==> src/logic/imacc_pkg.sv <==
// constants, types and register map of the two-wire master block
// assumes a 32-bit axi4-lite bus and one 40 MHz clock
package imacc_pkg;

  // ****************
  // register byte addresses
  // ****************
  localparam logic [31:0] ADDR_READ_COUNT = 32'hffff0890;
  localparam logic [31:0] ADDR_RECV_COUNT = 32'hffff0894;
  localparam logic [31:0] ADDR_SLV_FIRST  = 32'hffff0898;
  localparam logic [31:0] ADDR_SLV_LOW    = 32'hffff089c;
  localparam logic [31:0] ADDR_CLK_DIV    = 32'hffff08a4;
  localparam logic [31:0] ADDR_SLV_CTRL   = 32'hffff08a8;
  localparam logic [31:0] ADDR_MST_CTRL   = 32'hffff08e0;
  localparam logic [31:0] ADDR_MST_STAT   = 32'hffff08e4;

  // ****************
  // reset values and writable masks
  // ****************
  localparam logic [15:0] RST_READ_COUNT  = 16'h0000;
  localparam logic [7:0]  RST_RECV_COUNT  = 8'h00;
  localparam logic [7:0]  RST_SLV_ADDR    = 8'h00;
  localparam logic [15:0] RST_CLK_DIV     = 16'h1f1f;
  localparam logic [15:0] RST_SLV_CTRL    = 16'h0000;
  localparam logic [15:0] RST_MST_CTRL    = 16'h0000;
  localparam logic [15:0] MASK_READ_COUNT = 16'h01ff;
  localparam logic [15:0] MASK_SLV_ADDR   = 16'h00ff;
  localparam logic [15:0] MASK_FULL       = 16'hffff;
  localparam logic [15:0] MASK_SLV_CTRL   = 16'h07ff;
  localparam logic [15:0] MASK_MST_CTRL   = 16'hff02;

  // ****************
  // field positions
  // ****************
  localparam int READ_EXT_BIT   = 8;
  localparam int DIR_BIT        = 0;
  localparam int SLV_TXIRQ_BIT  = 10;
  localparam int CTRL_START_BIT = 0;
  localparam int CTRL_TEN_BIT   = 1;
  localparam int STAT_BUSY_BIT  = 0;
  localparam int STAT_NACK_BIT  = 1;
  localparam int STAT_DONE_BIT  = 2;
  localparam logic [3:0] LAST_DATA_BIT = 4'h7;
  localparam logic [3:0] ACK_BIT       = 4'h8;

  localparam logic [1:0] RESP_OKAY   = 2'h0;
  localparam logic [1:0] RESP_SLVERR = 2'h2;

  // ****************
  // types
  // ****************
  typedef enum logic [3:0] {
    REG_NONE, REG_READ_COUNT, REG_RECV_COUNT, REG_SLV_FIRST,
    REG_SLV_LOW, REG_CLK_DIV, REG_SLV_CTRL, REG_MST_CTRL, REG_MST_STAT
  } imacc_reg_t;

  typedef enum logic [5:0] {
    ST_IDLE   = 6'h01,
    ST_START  = 6'h02,
    ST_TX     = 6'h04,
    ST_RX     = 6'h08,
    ST_RSTART = 6'h10,
    ST_STOP   = 6'h20
  } imacc_state_t;

  typedef enum logic [1:0] {
    SEQ_ADDR_FIRST, SEQ_ADDR_LOW, SEQ_ADDR_READ, SEQ_DATA
  } imacc_seq_t;

  typedef struct packed {
    logic [7:0] clockHighDivider;
    logic [7:0] clockLowDivider;
  } imacc_div_t;

  typedef struct packed {
    logic [6:0] sevenBitTargetAddress;
    logic       dir;
  } imacc_addr_t;

endpackage : imacc_pkg

==> src/logic/imacc_top.sv <==
// two-wire master: address, read count and clock divider registers
// assumes axi4-lite master on the bus side, pull-ups on scl and sda
// Contract
// RQ1 - software loads read count minus one
// RQ2 - software sets extend bit above 256 bytes
// RQ3 - read-only count of bytes received
// RQ4 - first address register forms address byte
// RQ5 - seven-bit address from bits 7 to 1
// RQ6 - bit 0 picks read or write
// RQ7 - software writes 11110 for ten-bit mode
// RQ8 - bits 2 and 1 carry address 9:8
// RQ9 - second register carries address 7:0
// RQ10 - second register used only in ten-bit
// RQ11 - upper divider byte sets scl high
// RQ12 - lower divider byte sets scl low
// RQ13 - slave transmit interrupt when enabled
// RQ14 - ack all but last byte read
// RQ15 - ten-bit: two bytes, restart to read
`timescale 1ns/1ps
module imacc_top
  import imacc_pkg::*;
(
  input  wire logic        clk,
  input  wire logic        rst,
  input  wire logic [31:0] s_axi_awaddr,
  input  wire logic        s_axi_awvalid,
  output logic             s_axi_awready,
  input  wire logic [31:0] s_axi_wdata,
  input  wire logic [3:0]  s_axi_wstrb,
  input  wire logic        s_axi_wvalid,
  output logic             s_axi_wready,
  output logic [1:0]       s_axi_bresp,
  output logic             s_axi_bvalid,
  input  wire logic        s_axi_bready,
  input  wire logic [31:0] s_axi_araddr,
  input  wire logic        s_axi_arvalid,
  output logic             s_axi_arready,
  output logic [31:0]      s_axi_rdata,
  output logic [1:0]       s_axi_rresp,
  output logic             s_axi_rvalid,
  input  wire logic        s_axi_rready,
  input  wire logic        sclIn,
  output logic             sclOut,
  output logic             sclOe,
  input  wire logic        sdaIn,
  output logic             sdaOut,
  output logic             sdaOe,
  input  wire logic        slaveTxByteDone,
  output logic             slaveTxIrq
);

  // ****************
  // functions
  // ****************
  function automatic imacc_reg_t imacc_decode(input logic [31:0] a);
    if (a == ADDR_READ_COUNT) return REG_READ_COUNT;
    else if (a == ADDR_RECV_COUNT) return REG_RECV_COUNT;
    else if (a == ADDR_SLV_FIRST) return REG_SLV_FIRST;
    else if (a == ADDR_SLV_LOW) return REG_SLV_LOW;
    else if (a == ADDR_CLK_DIV) return REG_CLK_DIV;
    else if (a == ADDR_SLV_CTRL) return REG_SLV_CTRL;
    else if (a == ADDR_MST_CTRL) return REG_MST_CTRL;
    else if (a == ADDR_MST_STAT) return REG_MST_STAT;
    else return REG_NONE;
  endfunction : imacc_decode

  // byte lanes 0 and 1 only; upper lanes hold nothing
  function automatic logic [15:0] imacc_merge(input logic [15:0] old,
                                              input logic [31:0] d,
                                              input logic [3:0]  s,
                                              input logic [15:0] m);
    logic [15:0] v;
    v = old;
    if (s[0]) begin
      v[7:0] = d[7:0];
    end
    if (s[1]) begin
      v[15:8] = d[15:8];
    end
    return v & m;
  endfunction : imacc_merge

  // ****************
  // declarations
  // ****************
  logic [15:0]  readCount_ff;
  logic [7:0]   slvFirst_ff;
  logic [7:0]   slvLow_ff;
  imacc_div_t   clkDiv_ff;
  logic [15:0]  slvCtrl_ff;
  logic [15:0]  mstCtrl_ff;
  logic         startReq_ff;
  logic         awready_ff;
  logic         wready_ff;
  logic         bvalid_ff;
  logic [1:0]   bresp_ff;
  logic         awHave_ff;
  logic         wHave_ff;
  logic [31:0]  awAddr_ff;
  logic [31:0]  wData_ff;
  logic [3:0]   wStrb_ff;
  logic         arready_ff;
  logic         rvalid_ff;
  logic [31:0]  rdata_ff;
  logic [1:0]   rresp_ff;
  imacc_state_t state_ff;
  imacc_seq_t   seq_ff;
  logic         sclHigh_ff;
  logic         sclOe_ff;
  logic         sdaPull_ff;
  logic         sdaOe_ff;
  logic [3:0]   bitCnt_ff;
  logic [7:0]   shift_ff;
  logic [8:0]   rxTotal_ff;
  logic [7:0]   rxByte_ff;
  logic         lastRx_ff;
  logic         busy_ff;
  logic         nack_ff;
  logic         done_ff;
  logic         loadReq_ff;
  logic [7:0]   loadVal_ff;
  logic         slaveTxIrq_ff;
  logic         timerExpired;
  logic         phaseEnd;
  logic         writeFire;
  imacc_reg_t   wrReg;
  imacc_reg_t   rdReg;
  logic [31:0]  nxt_rdata;
  logic [7:0]   firstByte;
  imacc_addr_t  addrFirst;
  logic         tenBitMode;
  logic [7:0]   txByte;

  assign addrFirst  = imacc_addr_t'(slvFirst_ff);
  assign tenBitMode = mstCtrl_ff[CTRL_TEN_BIT];
  assign txByte     = mstCtrl_ff[15:8];
  // RQ4 address byte from first register
  // RQ8 ten-bit high bits pass as written
  assign firstByte  = tenBitMode ? {slvFirst_ff[7:1], 1'b0} : slvFirst_ff;
  assign writeFire  = awHave_ff && wHave_ff && !bvalid_ff;
  assign wrReg      = imacc_decode(awAddr_ff);
  assign rdReg      = imacc_decode(s_axi_araddr);
  // stale zero in the load cycle must not end the new phase
  assign phaseEnd   = timerExpired && !loadReq_ff;

  // ****************
  // phase timer
  // ****************
  // scl stretching: the high phase only counts while scl reads high
  imacc_phase_timer u_timer (
    .clk       (clk),
    .rst       (rst),
    .load      (loadReq_ff),
    .loadValue (loadVal_ff),
    .countEn   (!sclHigh_ff || sclIn),
    .expired   (timerExpired)
  );

  // ****************
  // axi4-lite write channel
  // ****************
  always_ff @(posedge clk or posedge rst) begin
    if (rst) begin
      awready_ff <= 1'b1;
      wready_ff  <= 1'b1;
      awHave_ff  <= 1'b0;
      wHave_ff   <= 1'b0;
      awAddr_ff  <= 32'h0000_0000;
      wData_ff   <= 32'h0000_0000;
      wStrb_ff   <= 4'h0;
      bvalid_ff  <= 1'b0;
      bresp_ff   <= RESP_OKAY;
    end else begin
      if (s_axi_awvalid && awready_ff) begin
        awAddr_ff  <= s_axi_awaddr;
        awHave_ff  <= 1'b1;
        awready_ff <= 1'b0;
      end
      if (s_axi_wvalid && wready_ff) begin
        wData_ff  <= s_axi_wdata;
        wStrb_ff  <= s_axi_wstrb;
        wHave_ff  <= 1'b1;
        wready_ff <= 1'b0;
      end
      if (writeFire) begin
        bvalid_ff <= 1'b1;
        bresp_ff  <= (wrReg == REG_NONE) ? RESP_SLVERR : RESP_OKAY;
      end
      if (bvalid_ff && s_axi_bready) begin
        bvalid_ff  <= 1'b0;
        awHave_ff  <= 1'b0;
        wHave_ff   <= 1'b0;
        awready_ff <= 1'b1;
        wready_ff  <= 1'b1;
      end
    end
  end

  // ****************
  // register file
  // ****************
  always_ff @(posedge clk or posedge rst) begin
    if (rst) begin
      readCount_ff <= RST_READ_COUNT;
      slvFirst_ff  <= RST_SLV_ADDR;
      slvLow_ff    <= RST_SLV_ADDR;
      clkDiv_ff    <= RST_CLK_DIV;
      slvCtrl_ff   <= RST_SLV_CTRL;
      mstCtrl_ff   <= RST_MST_CTRL;
      startReq_ff  <= 1'b0;
    end else begin
      if (state_ff == ST_IDLE) begin
        startReq_ff <= 1'b0;
      end
      if (writeFire) begin
        if (wrReg == REG_READ_COUNT) begin
          readCount_ff <= imacc_merge(readCount_ff, wData_ff, wStrb_ff,
                                      MASK_READ_COUNT);
        end else if (wrReg == REG_SLV_FIRST && wStrb_ff[0]) begin
          slvFirst_ff <= wData_ff[7:0];
        end else if (wrReg == REG_SLV_LOW && wStrb_ff[0]) begin
          slvLow_ff <= wData_ff[7:0];
        end else if (wrReg == REG_CLK_DIV) begin
          clkDiv_ff <= imacc_merge(clkDiv_ff, wData_ff, wStrb_ff,
                                   MASK_FULL);
        end else if (wrReg == REG_SLV_CTRL) begin
          slvCtrl_ff <= imacc_merge(slvCtrl_ff, wData_ff, wStrb_ff,
                                    MASK_SLV_CTRL);
        end else if (wrReg == REG_MST_CTRL) begin
          mstCtrl_ff <= imacc_merge(mstCtrl_ff, wData_ff, wStrb_ff,
                                    MASK_MST_CTRL);
          // a start while busy is dropped, not queued
          if (wStrb_ff[0] && wData_ff[CTRL_START_BIT] && !busy_ff) begin
            startReq_ff <= 1'b1;
          end
        end
      end
    end
  end

  // ****************
  // axi4-lite read channel
  // ****************
  always_comb begin
    nxt_rdata = 32'h0000_0000;
    if (rdReg == REG_READ_COUNT) nxt_rdata[15:0] = readCount_ff;
    // RQ3 running received count
    else if (rdReg == REG_RECV_COUNT) nxt_rdata[7:0] = rxTotal_ff[7:0];
    else if (rdReg == REG_SLV_FIRST) nxt_rdata[7:0] = slvFirst_ff;
    else if (rdReg == REG_SLV_LOW) nxt_rdata[7:0] = slvLow_ff;
    else if (rdReg == REG_CLK_DIV) nxt_rdata[15:0] = clkDiv_ff;
    else if (rdReg == REG_SLV_CTRL) nxt_rdata[15:0] = slvCtrl_ff;
    else if (rdReg == REG_MST_CTRL) nxt_rdata[15:0] = mstCtrl_ff;
    else if (rdReg == REG_MST_STAT) begin
      nxt_rdata[STAT_BUSY_BIT] = busy_ff;
      nxt_rdata[STAT_NACK_BIT] = nack_ff;
      nxt_rdata[STAT_DONE_BIT] = done_ff;
      nxt_rdata[15:8]          = rxByte_ff;
    end
  end

  always_ff @(posedge clk or posedge rst) begin
    if (rst) begin
      arready_ff <= 1'b1;
      rvalid_ff  <= 1'b0;
      rdata_ff   <= 32'h0000_0000;
      rresp_ff   <= RESP_OKAY;
    end else if (s_axi_arvalid && arready_ff) begin
      arready_ff <= 1'b0;
      rvalid_ff  <= 1'b1;
      rdata_ff   <= nxt_rdata;
      rresp_ff   <= (rdReg == REG_NONE) ? RESP_SLVERR : RESP_OKAY;
    end else if (rvalid_ff && s_axi_rready) begin
      rvalid_ff  <= 1'b0;
      arready_ff <= 1'b1;
    end
  end

  // ****************
  // serial sequencer
  // ****************
  always_ff @(posedge clk or posedge rst) begin
    if (rst) begin
      state_ff   <= ST_IDLE;
      seq_ff     <= SEQ_ADDR_FIRST;
      sclHigh_ff <= 1'b1;
      sclOe_ff   <= 1'b0;
      sdaPull_ff <= 1'b0;
      bitCnt_ff  <= 4'h0;
      shift_ff   <= 8'h00;
      rxTotal_ff <= 9'h000;
      rxByte_ff  <= RST_RECV_COUNT;
      lastRx_ff  <= 1'b0;
      busy_ff    <= 1'b0;
      nack_ff    <= 1'b0;
      done_ff    <= 1'b0;
      loadReq_ff <= 1'b0;
      loadVal_ff <= 8'h00;
    end else begin
      loadReq_ff <= 1'b0;
      case (state_ff)
        ST_IDLE: begin
          sclOe_ff   <= 1'b0;
          sdaPull_ff <= 1'b0;
          sclHigh_ff <= 1'b1;
          if (startReq_ff) begin
            busy_ff    <= 1'b1;
            nack_ff    <= 1'b0;
            done_ff    <= 1'b0;
            rxTotal_ff <= 9'h000;
            seq_ff     <= SEQ_ADDR_FIRST;
            // RQ5 RQ6 address and direction
            shift_ff   <= firstByte;
            sdaPull_ff <= 1'b1;
            state_ff   <= ST_START;
            loadReq_ff <= 1'b1;
            loadVal_ff <= clkDiv_ff.clockHighDivider;
          end
        end
        ST_START: begin
          if (phaseEnd) begin
            sclOe_ff   <= 1'b1;
            sclHigh_ff <= 1'b0;
            bitCnt_ff  <= 4'h0;
            sdaPull_ff <= ~shift_ff[7];
            state_ff   <= ST_TX;
            loadReq_ff <= 1'b1;
            loadVal_ff <= clkDiv_ff.clockLowDivider;
          end
        end
        ST_TX, ST_RX, ST_RSTART, ST_STOP: begin
          if (phaseEnd && !sclHigh_ff) begin
            // RQ11 high phase from upper byte
            sclOe_ff   <= 1'b0;
            sclHigh_ff <= 1'b1;
            loadReq_ff <= 1'b1;
            loadVal_ff <= clkDiv_ff.clockHighDivider;
          end else if (phaseEnd) begin
            // RQ12 low phase from lower byte
            sclOe_ff   <= 1'b1;
            sclHigh_ff <= 1'b0;
            loadReq_ff <= 1'b1;
            loadVal_ff <= clkDiv_ff.clockLowDivider;
            if (state_ff == ST_TX && bitCnt_ff != ACK_BIT) begin
              bitCnt_ff  <= bitCnt_ff + 4'h1;
              shift_ff   <= {shift_ff[6:0], 1'b0};
              sdaPull_ff <= ~shift_ff[6] && (bitCnt_ff != LAST_DATA_BIT);
            end else if (state_ff == ST_TX) begin
              bitCnt_ff <= 4'h0;
              if (sdaIn) begin
                nack_ff    <= 1'b1;
                sdaPull_ff <= 1'b1;
                state_ff   <= ST_STOP;
              end else begin
                case (seq_ff)
                  SEQ_ADDR_FIRST: begin
                    seq_ff <= SEQ_DATA;
                    if (tenBitMode) begin
                      // RQ9 RQ10 low byte only in ten-bit
                      seq_ff     <= SEQ_ADDR_LOW;
                      shift_ff   <= slvLow_ff;
                      sdaPull_ff <= ~slvLow_ff[7];
                    end else if (addrFirst.dir) begin
                      sdaPull_ff <= 1'b0;
                      state_ff   <= ST_RX;
                    end else begin
                      shift_ff   <= txByte;
                      sdaPull_ff <= ~txByte[7];
                    end
                  end
                  SEQ_ADDR_LOW: begin
                    if (addrFirst.dir) begin
                      // RQ15 repeated start turns to read
                      sdaPull_ff <= 1'b0;
                      state_ff   <= ST_RSTART;
                    end else begin
                      seq_ff     <= SEQ_DATA;
                      shift_ff   <= txByte;
                      sdaPull_ff <= ~txByte[7];
                    end
                  end
                  SEQ_ADDR_READ: begin
                    seq_ff     <= SEQ_DATA;
                    sdaPull_ff <= 1'b0;
                    state_ff   <= ST_RX;
                  end
                  default: begin
                    sdaPull_ff <= 1'b1;
                    state_ff   <= ST_STOP;
                  end
                endcase
              end
            end else if (state_ff == ST_RX && bitCnt_ff != ACK_BIT) begin
              bitCnt_ff  <= bitCnt_ff + 4'h1;
              shift_ff   <= {shift_ff[6:0], sdaIn};
              sdaPull_ff <= 1'b0;
              if (bitCnt_ff == LAST_DATA_BIT) begin
                rxTotal_ff <= rxTotal_ff + 9'h001;
                rxByte_ff  <= {shift_ff[6:0], sdaIn};
                // RQ14 no ack on the last byte
                lastRx_ff  <= (rxTotal_ff == readCount_ff[8:0]);
                sdaPull_ff <= (rxTotal_ff != readCount_ff[8:0]);
              end
            end else if (state_ff == ST_RX) begin
              bitCnt_ff  <= 4'h0;
              sdaPull_ff <= lastRx_ff;
              if (lastRx_ff) begin
                state_ff <= ST_STOP;
              end
            end else if (state_ff == ST_RSTART) begin
              // scl stays released through the start hold
              sclOe_ff   <= 1'b0;
              sclHigh_ff <= 1'b1;
              sdaPull_ff <= 1'b1;
              shift_ff   <= {slvFirst_ff[7:1], 1'b1};
              seq_ff     <= SEQ_ADDR_READ;
              state_ff   <= ST_START;
              loadVal_ff <= clkDiv_ff.clockHighDivider;
            end else begin
              sclOe_ff   <= 1'b0;
              sclHigh_ff <= 1'b1;
              sdaPull_ff <= 1'b0;
              busy_ff    <= 1'b0;
              done_ff    <= 1'b1;
              state_ff   <= ST_IDLE;
            end
          end
        end
        default: begin
          state_ff <= ST_IDLE;
        end
      endcase
    end
  end

  // ****************
  // pin drivers and slave interrupt
  // ****************
  // sda trails the sequencer one clock so it moves after scl; at the start, repeated start and stop scl holds high while sda moves
  always_ff @(posedge clk or posedge rst) begin
    if (rst) begin
      sdaOe_ff <= 1'b0;
    end else begin
      sdaOe_ff <= sdaPull_ff;
    end
  end

  always_ff @(posedge clk or posedge rst) begin
    if (rst) begin
      slaveTxIrq_ff <= 1'b0;
    end else begin
      // RQ13 gated by the enable bit
      slaveTxIrq_ff <= slvCtrl_ff[SLV_TXIRQ_BIT] && slaveTxByteDone;
    end
  end

  assign s_axi_awready = awready_ff;
  assign s_axi_wready  = wready_ff;
  assign s_axi_bvalid  = bvalid_ff;
  assign s_axi_bresp   = bresp_ff;
  assign s_axi_arready = arready_ff;
  assign s_axi_rvalid  = rvalid_ff;
  assign s_axi_rdata   = rdata_ff;
  assign s_axi_rresp   = rresp_ff;
  // open drain: the pins are only ever pulled low
  assign sclOut        = 1'b0;
  assign sdaOut        = 1'b0;
  assign sclOe         = sclOe_ff;
  assign sdaOe         = sdaOe_ff;
  assign slaveTxIrq    = slaveTxIrq_ff;

endmodule : imacc_top

==> src/logic/imacc_phase_timer.sv <==
// down counter timing one half period of the serial clock
// assumes the caller loads it once per phase and waits for expired
`timescale 1ns/1ps
module imacc_phase_timer
  import imacc_pkg::*;
(
  input  wire logic       clk,
  input  wire logic       rst,
  input  wire logic       load,
  input  wire logic [7:0] loadValue,
  input  wire logic       countEn,
  output logic            expired
);

  logic [7:0] count_ff;

  // ****************
  // counter
  // ****************
  always_ff @(posedge clk or posedge rst) begin
    if (rst) begin
      count_ff <= 8'h00;
    end else if (load) begin
      count_ff <= loadValue;
    end else if (countEn && (count_ff != 8'h00)) begin
      count_ff <= count_ff - 8'h01;
    end
  end

  assign expired = (count_ff == 8'h00);

endmodule : imacc_phase_timer

==> config.mk <==
export PLATFORM = sky130hd
export DESIGN_NAME = imacc_top
export DESIGN_NICKNAME = d
export VERILOG_FILES = /design/src/logic/imacc_pkg.sv /design/src/logic/imacc_top.sv /design/src/logic/imacc_phase_timer.sv
export SDC_FILE = /design/constraint.sdc
export NUM_CORES = 1
export LEC_CHECK = 0
export CAP_MARGIN = 5
export CORE_MARGIN = 1.5
export CORE_UTILIZATION = 51
export CTS_CLUSTER_SIZE = 16
export DETAILED_ROUTE_END_ITERATION = 8
export DONT_BUFFER_PORTS = 1
export PLACE_DENSITY_LB_ADDON = 0.05
export SYNTH_ARGS = -nofsm -noshare
export SYNTH_HDL_FRONTEND = slang
export SYNTH_HIERARCHICAL = 1
export SYNTH_SLANG_ARGS = --single-unit
==> constraint.sdc <==
create_clock -name clk -period 7.6 [get_ports clk]
set_clock_uncertainty 0.05 [all_clocks]
set_input_delay 0.38 -clock clk [delete_from_list [all_inputs] [get_ports clk]]
set_output_delay 0.38 -clock clk [all_outputs]
set_load 0.03 [all_outputs]
==> results_dict.tcl <==
set metrics [dict create \
    setup.worst_path.class "reg2reg" \
    cp-end-kind "register" \
    regToRegSetupSlack_ns 3.99 \
    fmax_mhz 277 \
    arrival_ns 3.93 \
    cellLeakagePower_nw 4.76 \
    finalMaxSlewViolations 0 \
    ys_types 73 \
    yosysTopAreaCellShare 0.456 \
    cts_sinks 200 \
    r2r-start "u_timer/count_ff[0]" \
    vias 7310 \
    clk_latency_ns 0.44 \
    post-route-period-util 0.476 \
    wl_met1_um 11500 \
    rr_worst_depth 10 \
    slew_headroom 0.338 \
    io_buffers 0 \
    io_pins 156 \
    core-area_um2 19500 \
    holdPathStages 2 \
    tightest_slew_ns 0.992 \
    grt_max_degree 136 \
    place_hpwl_um 19200 \
    synthesis.area_um2 10200 \
    synth_edf_count 0 \
    antenna_found_initial 0 \
    worstSetupStartpoint "u_timer/count_ff[0]" \
    gp_congestion 0.883 \
    post_cts_resized 0 \
    postSynth.asyncResetShare 1.00 \
    wl_um 26100 \
    fin_nets 1041 \
    htreeDepth 4 \
    crit_end "rxTotal_ff[5]" \
    p_per_area_nw_per_um2 260 \
    rsz0062_at_grt "false" \
    timing.rr.end "rxTotal_ff[5]" \
    status "finished, final reports clean" \
    synth_ff_type "dfrtp_1" \
    via_per_inst 6.09 \
    final_area_um2 11000 \
    track_usage 0.265 \
    required_ns 7.91 \
    finalHoldViolations 0 \
    finalCriticalPeriod_ns 3.61 \
    min_path_type "in2reg" \
    clockBufferDepth 2 \
    holdBufCountCts 7 \
    drc 0 \
    drt_iter0_drc 611 \
    rows 51 \
    antennaDiodeCount 0 \
    path_clk_slew_ns 0.08 \
    hold_slack_ns 0.0307 \
    setup_viol 0 \
    wl_met2_um 12500 \
    grt_pass1_wl_um 41000 \
    initial_core_util 0.522 \
    top_layer "met4" \
    die_h_um 144 \
    routedWlPerCell_um 21.8 \
    drv_cap 0 \
    ys_ff_latch 200 \
    finalSetupTns_ns 0 \
    grt_overflow 0 \
    dr.pass1.iters 7 \
    dr_wl_met3_um 1460 \
    ys_seq_area_frac 0.495 \
    syn_inst 927 \
    synthesis.area_per_instance_um2 11.0 \
    synth_area_leaders "dfrtp_1 (46%), mux2_2 (15%), dfstp_2 (3.9%)" \
    grt_pass1_vias 7261 \
    drive_above_1_share 0.229 \
    placed_cell_area_um2 10300 \
    cts_tree "yes" \
    root_buffer "clkbuf_16" \
    area_growth_pct 8.47 \
    design.die.area_um2 20800 \
    vdd_drop_max_uv 188 \
    ant_nets 0 \
    yosys-top-cells-count "dfrtp_1 (185), mux2_2 (134), nand2_1 (82), o21ai_0 (71), nor2_1 (39)" \
    worstSetupStartpointType "register" \
    synth.largest_area_cell "dfrtp_1" \
    yosysMostFrequentCell "dfrtp_1" \
    ys_warn_count 6 \
    cts_buffers 17 \
    post_cts_buffers 0 \
    cp_max_fo 14 \
    die_w_um 144 \
]
cell type report:
cell class	count	area [um2]
multi-input cells	663	4820
fillers	1722	8450
clock buffers	17	425
clock inverters	15	175
repair buffers	12	128
flip-flops and latches	200	5020
inverters	28	113
well taps	265	332
logic make-up after synthesis:
kind of cell	share of synthesized area
DFF	0.495
adders and majority gates	0.0111
xor gates and xnor gates	0.0173
AOI/OAI and AO/OA	0.126
and+or+nand+nor	0.142
buffers and inverters	0.0385
muxes	0.170
other	0.000369
worst min path at each step:
stage	start	endpoint	slack, ns
floorplan	rst	u_timer/count_ff[0]	0.15
global placement	rst	u_timer/count_ff[7]	0.17
detailed placement	rst	u_timer/count_ff[7]	0.18
CTS	slaveTxByteDone	slaveTxIrq	0.02
global route	s_axi_awaddr[8]	awAddr_ff[8]	0.02
finish	s_axi_bready	s_axi_awready	0.03
report_power, final:
part | internal [mW] | switching [mW] | leakage [nW]
sequential | 1.26 | 0.264 | 2.57
combinational | 0.225 | 0.190 | 1.90
clock | 0.473 | 0.449 | 0.294
total | 1.96 | 0.903 | 4.76
metrics by stage:
step	cells	total power, mW	setup WS (ns)	util
after CTS	1199	2.88	3.99	0.564
after global routing	1200	3.01	3.82	0.566
after detailed placement	1160	1.95	4.04	0.530
final	1200	2.86	3.99	0.566
after global placement	1160	1.92	4.08	0.530
after floorplan	946	1.83	1.97	-
metal layers:
| layer | global-route usage | up-vias |
|---|---|---|
| met5 | 0 | - |
| li1 | - | 3367 |
| met3 | 0.0454 | 32 |
| met2 | 0.427 | 202 |
| met1 | 0.359 | 3709 |
| met4 | 0.101 | 0 |
critical path, cell delays in order, from the launching register on:
cell and delay, ns:
dfrtp_1 0.38, inv_1 0.11, ha_1 0.20, or4b_4 0.51, nor2_1 0.21, nor2b_1 0.34, nand2_1 0.16, o31a_1 0.39
or3_4 0.50, or4_1 0.53, a21oi_1 0.16
cells in the final DEF (no fill, tap or decap), types with 7 or more instances in the layout:
cell type,Yosys,layout
dfrtp_1,185,185
mux2_2,134,134
nand2_1,82,82
o21ai_0,71,71
nor2_1,39,39
a21oi_1,33,33
inv_1,28,27
mux2i_1,21,21
conb_1,1,20
nand3_1,17,17
clkbuf_16,0,17
o22ai_1,16,16
dfstp_2,15,15
nor2b_1,12,12
nor3_1,12,12
nand4_1,12,12
xnor2_1,12,12
nor4_1,11,10
nand2b_1,10,10
a31oi_1,9,9
ha_1,9,9
nor4b_1,8,8
xor2_1,8,8
a211oi_1,7,7
a221oi_1,7,7
dlygate4sd3_1,0,7
sequential cells by signal, indices dropped and copies added (netlist names), 2 cells and up:
name / cells
slvLow_ff: 8
bitCnt_ff: 4
u_timer/count_ff: 8
wData_ff: 16
rxTotal_ff: 9
awAddr_ff: 32
seq_ff: 2
rxByte_ff: 8
readCount_ff: 9
s_axi_rdata: 16
slvCtrl_ff: 11
addrFirst: 8
mstCtrl_ff: 9
loadVal_ff: 8
shift_ff: 8
clkDiv_ff: 16
wStrb_ff: 2
state_ff: 6
No activity file was read; power rests on OpenSTA's default activity.
